--- src/eaie_pkg.sv ---
// Contract
// - immediate address add/sub/compare are four bytes
// - pc destination sees whole encoding consumed
// - move into pc gives plain result
// - prefixed 20-bit forms handle pc correctly
// - push of sp-indirect-increment: sp minus four
// - call through pc pushes correct return
// - call index on sp sign-extended to 20
// - handler instruction decodes at own width
`default_nettype none
package eaie_pkg;
    localparam int unsigned AW = 20;
    localparam int unsigned DW = 16;
    localparam int unsigned HIW = AW - DW;

    // opcode field of the first word
    localparam int unsigned OPC_HI = 15;
    localparam int unsigned OPC_LO = 12;
    localparam int unsigned IMMX_HI = 11;
    localparam int unsigned IMMX_LO = 8;
    localparam int unsigned DST_HI = 3;
    localparam int unsigned DST_LO = 0;
    localparam int unsigned LPM_BIT = 4;

    localparam logic [3:0] OP_NOP = 4'h0;
    localparam logic [3:0] OP_ADD_IMM = 4'h1;
    localparam logic [3:0] OP_SUB_IMM = 4'h2;
    localparam logic [3:0] OP_CMP_IMM = 4'h3;
    localparam logic [3:0] OP_MOV_IMM = 4'h4;
    localparam logic [3:0] OP_PUSH_SP_INC = 4'h5;
    localparam logic [3:0] OP_CALL_PC = 4'h6;
    localparam logic [3:0] OP_CALL_IDX_SP = 4'h7;
    localparam logic [3:0] OP_LPM_IDX = 4'h8;
    localparam logic [3:0] OP_PREFIX = 4'h9;

    localparam logic [3:0] REG_PC = 4'h0;
    localparam logic [3:0] REG_SP = 4'h1;

    localparam logic [19:0] WORD_STEP = 20'h00002;
    localparam logic [19:0] PUSH_STEP = 20'h00004;
    localparam logic [19:0] RESET_PC = 20'h00000;
    localparam logic [19:0] RESET_SP = 20'h01000;
    localparam logic [19:0] NMI_VECTOR = 20'h0ff00;

    typedef enum logic [2:0] {
        S_FETCH, S_EXT, S_EXEC, S_RD_LO, S_RD_HI, S_WR_LO, S_WR_HI, S_SLEEP
    } eaie_state_t;

    function automatic logic [19:0] addr_plus(input logic [19:0] a, input logic [19:0] b);
        addr_plus = a + b;
    endfunction

    function automatic logic needs_ext(input logic [3:0] op);
        needs_ext = (op == OP_ADD_IMM) || (op == OP_SUB_IMM) || (op == OP_CMP_IMM) ||
                    (op == OP_MOV_IMM) || (op == OP_CALL_IDX_SP) || (op == OP_LPM_IDX);
    endfunction
endpackage
`default_nettype wire

--- src/eaie_core.sv ---
`timescale 1ns/100ps
`default_nettype none
module eaie_core (
    // clock and reset
    input wire logic sys_clk,
    input wire logic nrst,
    // memory port, one word per access
    output logic mem_req,
    output logic mem_we,
    output logic [19:0] mem_addr,
    output logic [15:0] mem_wdata,
    input wire logic [15:0] mem_rdata,
    input wire logic mem_ack,
    // non-maskable request
    input wire logic nmi_req,
    output logic nmi_ack,
    // observed state
    output logic [19:0] pc,
    output logic [19:0] sp,
    output logic low_power,
    output logic flag_z,
    output logic flag_n,
    output logic flag_c,
    output logic insn_done
);
    eaie_pkg::eaie_state_t state, next_state;
    logic [19:0] regs [16];
    logic [19:0] next_regs [16];
    logic [19:0] next_pc, next_sp, data20, next_data20, target, next_target, ptr, next_ptr;
    logic [15:0] iw0, next_iw0, iw1, next_iw1, next_mem_wdata;
    logic [19:0] next_mem_addr;
    logic prefix, next_prefix, do_jump, next_do_jump, next_low_power, nmi_entry, next_nmi_entry;
    logic next_mem_req, next_mem_we, next_nmi_ack, next_insn_done;
    logic next_flag_z, next_flag_n, next_flag_c;
    logic [3:0] op, dst;
    logic [19:0] imm20, dst_val, sext_idx;
    logic [20:0] alu;
    logic take_nmi;

    assign op = iw0[eaie_pkg::OPC_HI:eaie_pkg::OPC_LO];
    assign dst = iw0[eaie_pkg::DST_HI:eaie_pkg::DST_LO];
    assign imm20 = {iw0[eaie_pkg::IMMX_HI:eaie_pkg::IMMX_LO], iw1};
    assign sext_idx = {{eaie_pkg::HIW{iw1[eaie_pkg::DW-1]}}, iw1};
    // pc here already points past every fetched word, prefix included
    assign dst_val = (dst == eaie_pkg::REG_PC) ? pc : regs[dst];
    assign take_nmi = nmi_req && ((state == eaie_pkg::S_FETCH && !mem_req && !prefix) || state == eaie_pkg::S_SLEEP);

    always_comb begin
        if (op == eaie_pkg::OP_ADD_IMM) begin
            alu = {1'b0, dst_val} + {1'b0, imm20};
        end else begin
            alu = {1'b0, dst_val} + {1'b0, ~imm20} + 21'h000001;
        end
    end

    always_comb begin
        next_state = state;
        next_regs = regs;
        next_pc = pc;
        next_sp = sp;
        next_iw0 = iw0;
        next_iw1 = iw1;
        next_data20 = data20;
        next_target = target;
        next_ptr = ptr;
        next_prefix = prefix;
        next_do_jump = do_jump;
        next_low_power = low_power;
        next_mem_req = mem_req;
        next_mem_we = mem_we;
        next_mem_addr = mem_addr;
        next_mem_wdata = mem_wdata;
        next_nmi_ack = 1'b0;
        next_insn_done = 1'b0;
        next_flag_z = flag_z;
        next_flag_n = flag_n;
        next_flag_c = flag_c;
        case (state)
            eaie_pkg::S_FETCH, eaie_pkg::S_EXT: begin
                if (take_nmi && state == eaie_pkg::S_FETCH) begin
                    // handler starts clean, no width left over from before
                    next_prefix = 1'b0;
                    next_data20 = pc;
                    next_target = eaie_pkg::NMI_VECTOR;
                    next_do_jump = 1'b1;
                    next_nmi_ack = 1'b1;
                    next_sp = sp - eaie_pkg::PUSH_STEP;
                    next_state = eaie_pkg::S_WR_LO;
                end else if (!mem_req) begin
                    next_mem_req = 1'b1;
                    next_mem_we = 1'b0;
                    next_mem_addr = pc;
                end else if (mem_ack) begin
                    next_mem_req = 1'b0;
                    next_pc = eaie_pkg::addr_plus(pc, eaie_pkg::WORD_STEP);
                    if (state == eaie_pkg::S_EXT) begin
                        next_iw1 = mem_rdata;
                        next_state = eaie_pkg::S_EXEC;
                    end else if (mem_rdata[eaie_pkg::OPC_HI:eaie_pkg::OPC_LO] == eaie_pkg::OP_PREFIX) begin
                        next_prefix = 1'b1;
                    end else begin
                        next_iw0 = mem_rdata;
                        next_state = eaie_pkg::needs_ext(mem_rdata[eaie_pkg::OPC_HI:eaie_pkg::OPC_LO]) ?
                                     eaie_pkg::S_EXT : eaie_pkg::S_EXEC;
                    end
                end
            end
            eaie_pkg::S_EXEC: begin
                next_state = eaie_pkg::S_FETCH;
                next_insn_done = 1'b1;
                next_prefix = 1'b0;
                case (op)
                    eaie_pkg::OP_ADD_IMM, eaie_pkg::OP_SUB_IMM, eaie_pkg::OP_CMP_IMM: begin
                        next_flag_z = (alu[19:0] == 20'h00000);
                        next_flag_n = alu[19];
                        next_flag_c = alu[20];
                        if (op != eaie_pkg::OP_CMP_IMM) begin
                            if (dst == eaie_pkg::REG_PC) begin
                                next_pc = alu[19:0];
                            end else if (dst == eaie_pkg::REG_SP) begin
                                next_sp = alu[19:0];
                            end else begin
                                next_regs[dst] = alu[19:0];
                            end
                        end
                    end
                    eaie_pkg::OP_MOV_IMM: begin
                        if (dst == eaie_pkg::REG_PC) begin
                            next_pc = imm20;
                        end else if (dst == eaie_pkg::REG_SP) begin
                            next_sp = imm20;
                        end else begin
                            next_regs[dst] = imm20;
                        end
                    end
                    eaie_pkg::OP_PUSH_SP_INC: begin
                        next_ptr = sp;
                        next_insn_done = 1'b0;
                        next_state = eaie_pkg::S_RD_LO;
                    end
                    eaie_pkg::OP_CALL_PC: begin
                        // pc is already past the call word, so both uses agree
                        next_data20 = pc;
                        next_target = pc;
                        next_do_jump = 1'b1;
                        next_sp = sp - eaie_pkg::PUSH_STEP;
                        next_insn_done = 1'b0;
                        next_state = eaie_pkg::S_WR_LO;
                    end
                    eaie_pkg::OP_CALL_IDX_SP: begin
                        // no history of the previous push enters the index
                        next_ptr = eaie_pkg::addr_plus(sp, sext_idx);
                        next_insn_done = 1'b0;
                        next_state = eaie_pkg::S_RD_LO;
                    end
                    eaie_pkg::OP_LPM_IDX: begin
                        next_low_power = iw1[eaie_pkg::LPM_BIT];
                        if (iw1[eaie_pkg::LPM_BIT]) begin
                            next_state = eaie_pkg::S_SLEEP;
                        end
                    end
                    default: begin
                    end
                endcase
            end
            eaie_pkg::S_RD_LO, eaie_pkg::S_RD_HI: begin
                if (!mem_req) begin
                    next_mem_req = 1'b1;
                    next_mem_we = 1'b0;
                    next_mem_addr = (state == eaie_pkg::S_RD_LO) ? ptr :
                                    eaie_pkg::addr_plus(ptr, eaie_pkg::WORD_STEP);
                end else if (mem_ack) begin
                    next_mem_req = 1'b0;
                    if (state == eaie_pkg::S_RD_LO) begin
                        next_data20 = {data20[19:16], mem_rdata};
                        next_state = eaie_pkg::S_RD_HI;
                    end else begin
                        // read value never lands in sp; sp only steps down
                        next_sp = sp - eaie_pkg::PUSH_STEP;
                        next_state = eaie_pkg::S_WR_LO;
                        if (op == eaie_pkg::OP_PUSH_SP_INC) begin
                            next_data20 = {mem_rdata[eaie_pkg::HIW-1:0], data20[15:0]};
                            next_do_jump = 1'b0;
                        end else begin
                            next_target = {mem_rdata[eaie_pkg::HIW-1:0], data20[15:0]};
                            next_data20 = pc;
                            next_do_jump = 1'b1;
                        end
                    end
                end
            end
            eaie_pkg::S_WR_LO, eaie_pkg::S_WR_HI: begin
                if (!mem_req) begin
                    next_mem_req = 1'b1;
                    next_mem_we = 1'b1;
                    if (state == eaie_pkg::S_WR_LO) begin
                        next_mem_addr = sp;
                        next_mem_wdata = data20[15:0];
                    end else begin
                        next_mem_addr = eaie_pkg::addr_plus(sp, eaie_pkg::WORD_STEP);
                        next_mem_wdata = {{(eaie_pkg::DW - eaie_pkg::HIW){1'b0}}, data20[19:16]};
                    end
                end else if (mem_ack) begin
                    next_mem_req = 1'b0;
                    next_mem_we = 1'b0;
                    if (state == eaie_pkg::S_WR_LO) begin
                        next_state = eaie_pkg::S_WR_HI;
                    end else begin
                        next_state = eaie_pkg::S_FETCH;
                        // an interrupt entry is not an instruction of the program
                        next_insn_done = !(do_jump && target == eaie_pkg::NMI_VECTOR && nmi_entry);
                        next_prefix = 1'b0;
                        if (do_jump) begin
                            next_pc = target;
                        end
                    end
                end
            end
            eaie_pkg::S_SLEEP: begin
                if (take_nmi) begin
                    next_prefix = 1'b0;
                    next_low_power = 1'b0;
                    next_data20 = pc;
                    next_target = eaie_pkg::NMI_VECTOR;
                    next_do_jump = 1'b1;
                    next_nmi_ack = 1'b1;
                    next_sp = sp - eaie_pkg::PUSH_STEP;
                    next_state = eaie_pkg::S_WR_LO;
                end
            end
            default: begin
                next_state = eaie_pkg::S_FETCH;
            end
        endcase
    end

    always_comb begin
        next_nmi_entry = nmi_entry;
        if (next_nmi_ack) begin
            next_nmi_entry = 1'b1;
        end else if (state == eaie_pkg::S_EXEC) begin
            next_nmi_entry = 1'b0;
        end
    end

    always_ff @(posedge sys_clk or negedge nrst) begin
        if (!nrst) begin
            state <= eaie_pkg::S_FETCH;
            for (int i = 0; i < 16; i++) begin
                regs[i] <= 20'h00000;
            end
            pc <= eaie_pkg::RESET_PC;
            sp <= eaie_pkg::RESET_SP;
            iw0 <= 16'h0000;
            iw1 <= 16'h0000;
            data20 <= 20'h00000;
            target <= 20'h00000;
            ptr <= 20'h00000;
            prefix <= 1'b0;
            do_jump <= 1'b0;
            low_power <= 1'b0;
            mem_req <= 1'b0;
            mem_we <= 1'b0;
            mem_addr <= 20'h00000;
            mem_wdata <= 16'h0000;
            nmi_ack <= 1'b0;
            insn_done <= 1'b0;
            flag_z <= 1'b0;
            flag_n <= 1'b0;
            flag_c <= 1'b0;
            nmi_entry <= 1'b0;
        end else begin
            state <= next_state;
            regs <= next_regs;
            pc <= next_pc;
            sp <= next_sp;
            iw0 <= next_iw0;
            iw1 <= next_iw1;
            data20 <= next_data20;
            target <= next_target;
            ptr <= next_ptr;
            prefix <= next_prefix;
            do_jump <= next_do_jump;
            low_power <= next_low_power;
            mem_req <= next_mem_req;
            mem_we <= next_mem_we;
            mem_addr <= next_mem_addr;
            mem_wdata <= next_mem_wdata;
            nmi_ack <= next_nmi_ack;
            insn_done <= next_insn_done;
            flag_z <= next_flag_z;
            flag_n <= next_flag_n;
            flag_c <= next_flag_c;
            nmi_entry <= next_nmi_entry;
        end
    end
endmodule // eaie_core
`default_nettype wire

--- config.mk ---
export PLATFORM = sky130hd
export DESIGN_NAME = eaie_core
export DESIGN_NICKNAME = d
export VERILOG_FILES = /design/src/eaie_pkg.sv /design/src/eaie_core.sv
export SDC_FILE = /design/constraint.sdc
export NUM_CORES = 1
export LEC_CHECK = 0
export CORE_ASPECT_RATIO = 0.6
export CORE_MARGIN = 1
export CORE_UTILIZATION = 26
export DETAILED_ROUTE_END_ITERATION = 12
export DONT_BUFFER_PORTS = 1
export PLACE_DENSITY_LB_ADDON = 0.12
export RECOVER_POWER = 50
export SYNTH_ARGS = -nofsm -noshare
export SYNTH_HDL_FRONTEND = slang
export SYNTH_SLANG_ARGS = --single-unit
--- constraint.sdc ---
create_clock -name sys_clk -period 14.11 [get_ports sys_clk]
set_input_delay 2.1165 -clock sys_clk [delete_from_list [all_inputs] [get_ports sys_clk]]
set_output_delay 2.1165 -clock sys_clk [all_outputs]
set_load 0.01 [all_outputs]
After elaboration in Yosys (flattened, before gate mapping)
Cells that the tools add are included.

Logic and storage cells: 288. Register bits after elaboration: 502.

Reduce and logical (&&, ||, !) cells: 52. Muxes and demuxes: 118. $add $sub $neg: 8. Eq/ne operators: 64. Bitwise gates (word level): 6. Magnitude comparators: 2.

Operator list (number): 2-to-1 mux 320 bit (5); 2-to-1 mux 20 bit (43); bitwise mux 320 bit (2); case mux 320 bit (2 select lines) (1); case mux 20 bit (4 select lines) (3); case mux 20 bit (3 select lines) (3); binary-select mux 20 bit (select 4 bit) (1); demux 20 bit (select 4 bit) (1); case mux 20 bit (2 select lines) (2); adder 20 x 2 -> 20 bit (second input constant) (3); adder 20 x 20 -> 21 bit (2); != test 2 bit (second input constant) (21); != test 3 bit (second input constant) (13); 2-to-1 mux 3 bit (12); 2-to-1 mux 1 bit (33); == test 4 x 3 -> 1 bit (second input constant) (6); AND reduction 12 bit (2); adder 21 x 1 -> 21 bit (second input constant) (1); 2-to-1 mux 21 bit (1); AND reduction 7 bit (3); adder 20 bit (1); == test 20 x 16 -> 1 bit (second input constant) (1); logical NOT 20 bit (1); NOT 20 bit (1); other kinds (40) (88).

Logic depth before layout (Yosys ltp)
Depth in word-level cells: 13. Depth in mapped cells: 23. Gate-level depth less buffers: 18.

Least setup slack after synthesis
No wires, ideal clock.

Path kind: register to register. Start: reg iw0[0]. End: reg regs[139] in the netlist's numbering. Setup time: 0.065 ns. Period minus slack after synthesis: 5.085 ns. Arrival: 5.020 ns. Stages on the path, launching flop included: 20. Buffers on the path: 6. Slack: 9.025 ns. Cell sequence: dfrtp_1 -> clkbuf_1 -> buf_2 -> buf_2 -> buf_1 -> mux2i_1 -> a21oi_1 -> mux4_2 -> mux2_2 -> ha_1 -> clkbuf_1 -> or3_1 -> a31oi_1 -> o21bai_1 -> o221ai_1 -> a211o_1 -> o31ai_1 -> o31ai_1 -> clkbuf_1 -> mux2_2.

Word-level cells in the longest chain between the ends: 13.

RTL lines: from (decl) (RTL line eaie_core.sv:30) `logic [15:0] iw0, next_iw0, iw1, next_iw1, next_mem_wdata;`; from (signal assigned) (RTL line eaie_core.sv:277) `iw0 <= next_iw0;`; NOT 4 -> 5 bit (not written as such) (RTL line eaie_core.sv:45, eaie_core.sv:123, eaie_core.sv:133); binary-select mux 20 bit (select 4 bit) (RTL line eaie_core.sv:45) `assign dst_val = (dst == eaie_pkg::REG_PC) ? pc : regs[dst];`; 2-to-1 mux 20 bit (not written as such) (2 in a row) (RTL line eaie_core.sv:45); 2-to-1 mux 20 bit (RTL line eaie_core.sv:45); adder 20 x 20 -> 21 bit (RTL line eaie_core.sv:52) `alu = {1'b0, dst_val} + {1'b0, ~imm20} + 21'h000001;`; adder 21 x 1 -> 21 bit (RTL line eaie_core.sv:52); 2-to-1 mux 21 bit (RTL line eaie_core.sv:49) `if (op == eaie_pkg::OP_ADD_IMM) begin`; bitwise mux 320 bit (RTL line eaie_core.sv:123) `next_regs[dst] = alu[19:0];`; 2-to-1 mux 320 bit (RTL line eaie_core.sv:120) `end else if (dst == eaie_pkg::REG_SP) begin`; 2-to-1 mux 320 bit (RTL line eaie_core.sv:118) `if (dst == eaie_pkg::REG_PC) begin`; 2-to-1 mux 320 bit (RTL line eaie_core.sv:117) `if (op != eaie_pkg::OP_CMP_IMM) begin`; case mux 320 bit (2 select lines) (RTL line eaie_core.sv:112) `case (op)`; to (signal assigned) (RTL line eaie_core.sv:274) `regs <= next_regs;`; to (decl) (RTL line eaie_core.sv:27) `logic [19:0] regs [16];`.

Parallel ways exist; a longest one is shown, timed or not. The select of a mux whose other input is x is not followed. A chain may end at the register's enable or synchronous reset.

Final worst setup path
Start: reg iw0[0]. End: reg pc[16].

Word-level cells in the longest chain between the ends: 12.

RTL lines: NOT 4 -> 5 bit (not written as such) (RTL line eaie_core.sv:45); binary-select mux 20 bit (select 4 bit) (RTL line eaie_core.sv:45); 2-to-1 mux 20 bit (not written as such) (2 in a row) (RTL line eaie_core.sv:45); 2-to-1 mux 20 bit (RTL line eaie_core.sv:45); adder 20 x 20 -> 21 bit (RTL line eaie_core.sv:52); adder 21 x 1 -> 21 bit (RTL line eaie_core.sv:52); 2-to-1 mux 21 bit (RTL line eaie_core.sv:49); 2-to-1 mux 20 bit (RTL line eaie_core.sv:118); 2-to-1 mux 20 bit (RTL line eaie_core.sv:117); case mux 20 bit (2 select lines) (RTL line eaie_core.sv:112); case mux 20 bit (3 select lines) (RTL line eaie_core.sv:78) `case (state)`; to (signal assigned) (RTL line eaie_core.sv:252) `pc <= eaie_pkg::RESET_PC;`; to (signal assigned) (RTL line eaie_core.sv:275) `pc <= next_pc;`; to (decl) (RTL line eaie_core.sv:18) `output logic [19:0] pc,`.

Parallel ways exist; a longest one is shown, timed or not. The select of a mux whose other input is x is not followed.

==> impl_metrics.py <==
metrics = {
    "run_status": {
        "status": "finished, violations left",
        "violations": "max-capacitance violations, max-slew violations",
    },
    "finish": {
        "fillers": 10400,
        "design_area_um2": 29200,
        "final_nets": 2773,
        "syn2layout_area_growth_pct": 11.6,
        "multi_input_area_um2": 13100,
        "final_core_util_pct": 29.5,
        "final-seq-area_um2": 12000,
        "drive_gt1_share_pct": 11.2,
    },
    "clock_network": {
        "cts-root-buf": "clkbuf_16",
        "clk_pin_slew_ns": 0.06,
        "cts_tree": "done",
        "cts_buffers": 51,
        "cts.sinks": 478,
        "clkLatencyLatePin_ns": 0.63,
        "cts_setup_buffers": 0,
        "htree_levels": 2,
        "cts_resized": 0,
        "clk_path_buf_depth": 3,
        "hold_buffers": 0,
    },
    "setup_path": {
        "r2r_end": "pc[16]",
        "reg2reg_from": "iw0[0]",
        "end_kind": "flip-flop",
        "arrival_ns": 7.86,
        "worstPathRequired_ns": 14.63,
        "start_kind": "flip-flop",
        "worstSetupPathType": "reg2reg",
        "r2r_slack_ns": 6.77,
        "worstPathMaxFanout": 45,
        "r2r_cells": 16,
    },
    "place": {
        "hpwl_mm": 74.2,
        "placed_cell_area_um2": 27400,
        "io_buffer_count": 0,
        "routabilityCongestion": 0.939,
    },
    "grt": {
        "grt_usage_pct": 20.3,
        "grt_pass1_vias": 19900,
        "antenna_found_initial": 16,
        "grt_pass1_wl_mm": 150,
        "grt_overflow": 0,
        "grt_max_degree": 479,
    },
    "die": {
        "start_util_pct": 26.4,
        "io-pin-count": 104,
        "core-area_um2": 98900,
        "dieArea_um2": 102000,
        "die_y_um": 248,
        "die_x_um": 411,
        "rows": 89,
    },
    "hold_path": {
        "hold_depth": 0,
        "hold-path-endpoint": "regs[297]",
        "min_from": "regs[297]",
        "hold_class": "reg2reg",
    },
    "detailed_routing": {
        "antenna_left": 0,
        "num_vias": 21500,
        "routed_wl_mm": 105,
        "vias_per_cell": 5.31,
        "routedWlPerCell_um": 25.9,
        "drt_pass1_iterations": 6,
        "drc": 0,
        "drt-initial-drc-count": 2418,
    },
    "pwr": {
        "power_switching_mw": 4.21,
        "internal_power_mw": 3.87,
        "power.share.sequential_pct": 28.1,
        "power.density_nw_per_um2": 277,
        "p_total_mw": 8.09,
        "leakage_nw": 12.4,
        "combPwrFrac_pct": 54.4,
        "pwr-share-clk_pct": 17.6,
        "vdd.ir_drop.worst_mv": 0.162,
        "sw_frac_of_total_pct": 52.1,
    },
    "synth": {
        "synthCells": 2803,
        "syn_area_um2": 26100,
        "postSynthAreaPerCell_um2": 9.32,
        "synth-seq-cells": 478,
        "synthArstFlopShare_pct": 100,
        "syn_nets": 2895,
        "synth_top_area_cell": "dfrtp_1",
        "yosys_warnings": 0,
        "synth-edff-count": 0,
        "synth-seq-area-share_pct": 45.8,
        "synth_top_area_share_pct": 45.7,
        "synth_cell_types": 81,
        "ys.flop_type": "dfrtp_1",
        "synthTopCellsByArea": "dfrtp_1 (46%), o21ai_0 (7.8%), nand2_1 (7.3%)",
    },
    "timing": {
        "max_freq_mhz": 136,
        "final_max_slew_viol_count": 366,
        "worst_pin_slew_ns": 2.50,
        "finalSetupTns_ns": 0,
        "max_slew_margin_pct": -66.7,
        "post-route-min-period_ns": 7.34,
        "fin_crit_sh_pct": 52.0,
        "skew_ns": 0.0263,
        "rsz0062_at_grt": "no",
        "holdWs_ns": 0.378,
        "final-setup-viol-count": 0,
        "final-hold-violation-count": 0,
    },
    "flow_run": {
        "maxCapViolCount": 2,
    },
}
-- state kept, by name, summed over array words and instances (netlist names) --
signal     flops
low_power      1
flag_c         1
iw0           12
mem_req        1
do_jump        1
pc            20
flag_n         1
data20        20
insn_done      1
state          3
nmi_ack        1
iw1           16
flag_z         1
nmi_entry      1
mem_wdata     16
sp            20
ptr           20
mem_addr      20
regs         300
prefix         1
target        20
mem_we         1
-- area by class of cell --
class                   count  area share (%)
multi-input cells        2026            44.9
flip-flops and latches    478            41.1
well taps                1319            5.66
clock buffers              81            5.38
repair buffers             64            1.60
inverters                  60           0.772
clock inverters            13           0.549
diodes                      8          0.0687
-- synth_stat cells (11+ instances only) --
| cell | count |
|---|---|
| nand2_1 | 510 |
| dfrtp_1 | 477 |
| o21ai_0 | 409 |
| clkbuf_1 | 211 |
| nor2_1 | 187 |
| a21oi_1 | 121 |
| mux4_2 | 77 |
| ha_1 | 69 |
| mux2i_1 | 59 |
| xnor2_1 | 58 |
| inv_1 | 57 |
| nand3_1 | 56 |
| mux2_2 | 43 |
| nor3_1 | 39 |
| a22oi_1 | 38 |
| xor2_1 | 26 |
| o21a_1 | 23 |
| o22ai_1 | 21 |
| a31oi_1 | 20 |
| nand4_1 | 18 |
| nor2b_1 | 16 |
| a211oi_1 | 15 |
| nand2b_1 | 15 |
| buf_1 | 14 |
| a222oi_1 | 13 |
| and3_1 | 13 |
| o211ai_1 | 13 |
| a21o_1 | 12 |
| o31ai_1 | 12 |
| nor4_1 | 11 |
-- worst max-delay path: stages (launching register included) --
cell,delay [ns]
dfrtp_4,1.03
buf_4,0.81
mux4_2,0.58
and2_1,0.16
o311ai_0,0.67
inv_1,0.21
fa_1,0.44
nor2b_1,0.17
o221ai_1,0.28
a211oi_1,0.17
o22ai_1,0.44
o21ai_1,0.27
a2111oi_0,0.68
o31ai_1,0.20
a31oi_2,0.68
o211ai_1,0.15
o21a_1,0.13
-- worst max path at each step --
stage            from        end  slack [ns]  depth (start not counted)
2_1_floorplan  iw0[0]  regs[139]        9.03                         19
3_3_place_gp   iw0[0]     pc[16]        6.72                         16
3_5_place_dp   iw0[0]     pc[16]        6.80                         16
4_1_cts        iw0[0]     pc[16]        6.75                         16
5_1_grt        iw0[0]     pc[16]        6.13                         16
6_report       iw0[0]     pc[16]        6.77                         16
-- cell families (layout without fill, tap and decap cells) --
logic type,after synthesis,count (layout),synth area share (%)
and+or+nand+nor,914,914,15.0
xor gates and xnor gates,85,85,2.88
adders and majority gates,72,72,3.53
buffers and inverters,299,218,4.53
DFF,478,478,45.8
muxes,179,179,10.7
AOI/OAI and AO/OA,776,776,17.5
other,0,8,0
-- layer usage --
metal	vias to the layer above	global-route usage [%]	part of all wire, %
li1	9670	-	-
met1	10900	33.7	53
met2	838	24.4	36
met3	89	6.29	9.7
met4	4	3.40	1.2
met5	-	0	0.022
-- stage by stage --
stage,setup slack [ns],cells
5_1_grt,6.13,4041
3_5_place_dp,6.80,3947
3_3_place_gp,6.72,3947
6_report,6.77,4049
4_1_cts,6.75,4041
2_1_floorplan,9.03,2803
-- cell usage in the layout (no fill, tap or decap), types with 57 or more instances in the layout --
master   netlist  layout
ha_1          69      69
xnor2_1       58      58
nor2_1       187     186
mux2i_1       59      59
a21oi_1      121     113
o21ai_0      409     406
nand2_1      510     510
dfrtp_1      477     473
buf_4          0      60
mux4_2        77      77
inv_1         57      57
-- power groups by stage --
stage                     Clock (mW)  Combinational (mW)  Sequential, mW
after floorplan                    0                2.82            1.99
after global placement             0                4.30            2.28
after detailed placement           0                4.30            2.29
after CTS                       1.46                4.32            2.26
after global routing            1.51                4.74            2.31
final                           1.42                4.40            2.27
No activity file was read; power rests on OpenSTA's default activity.
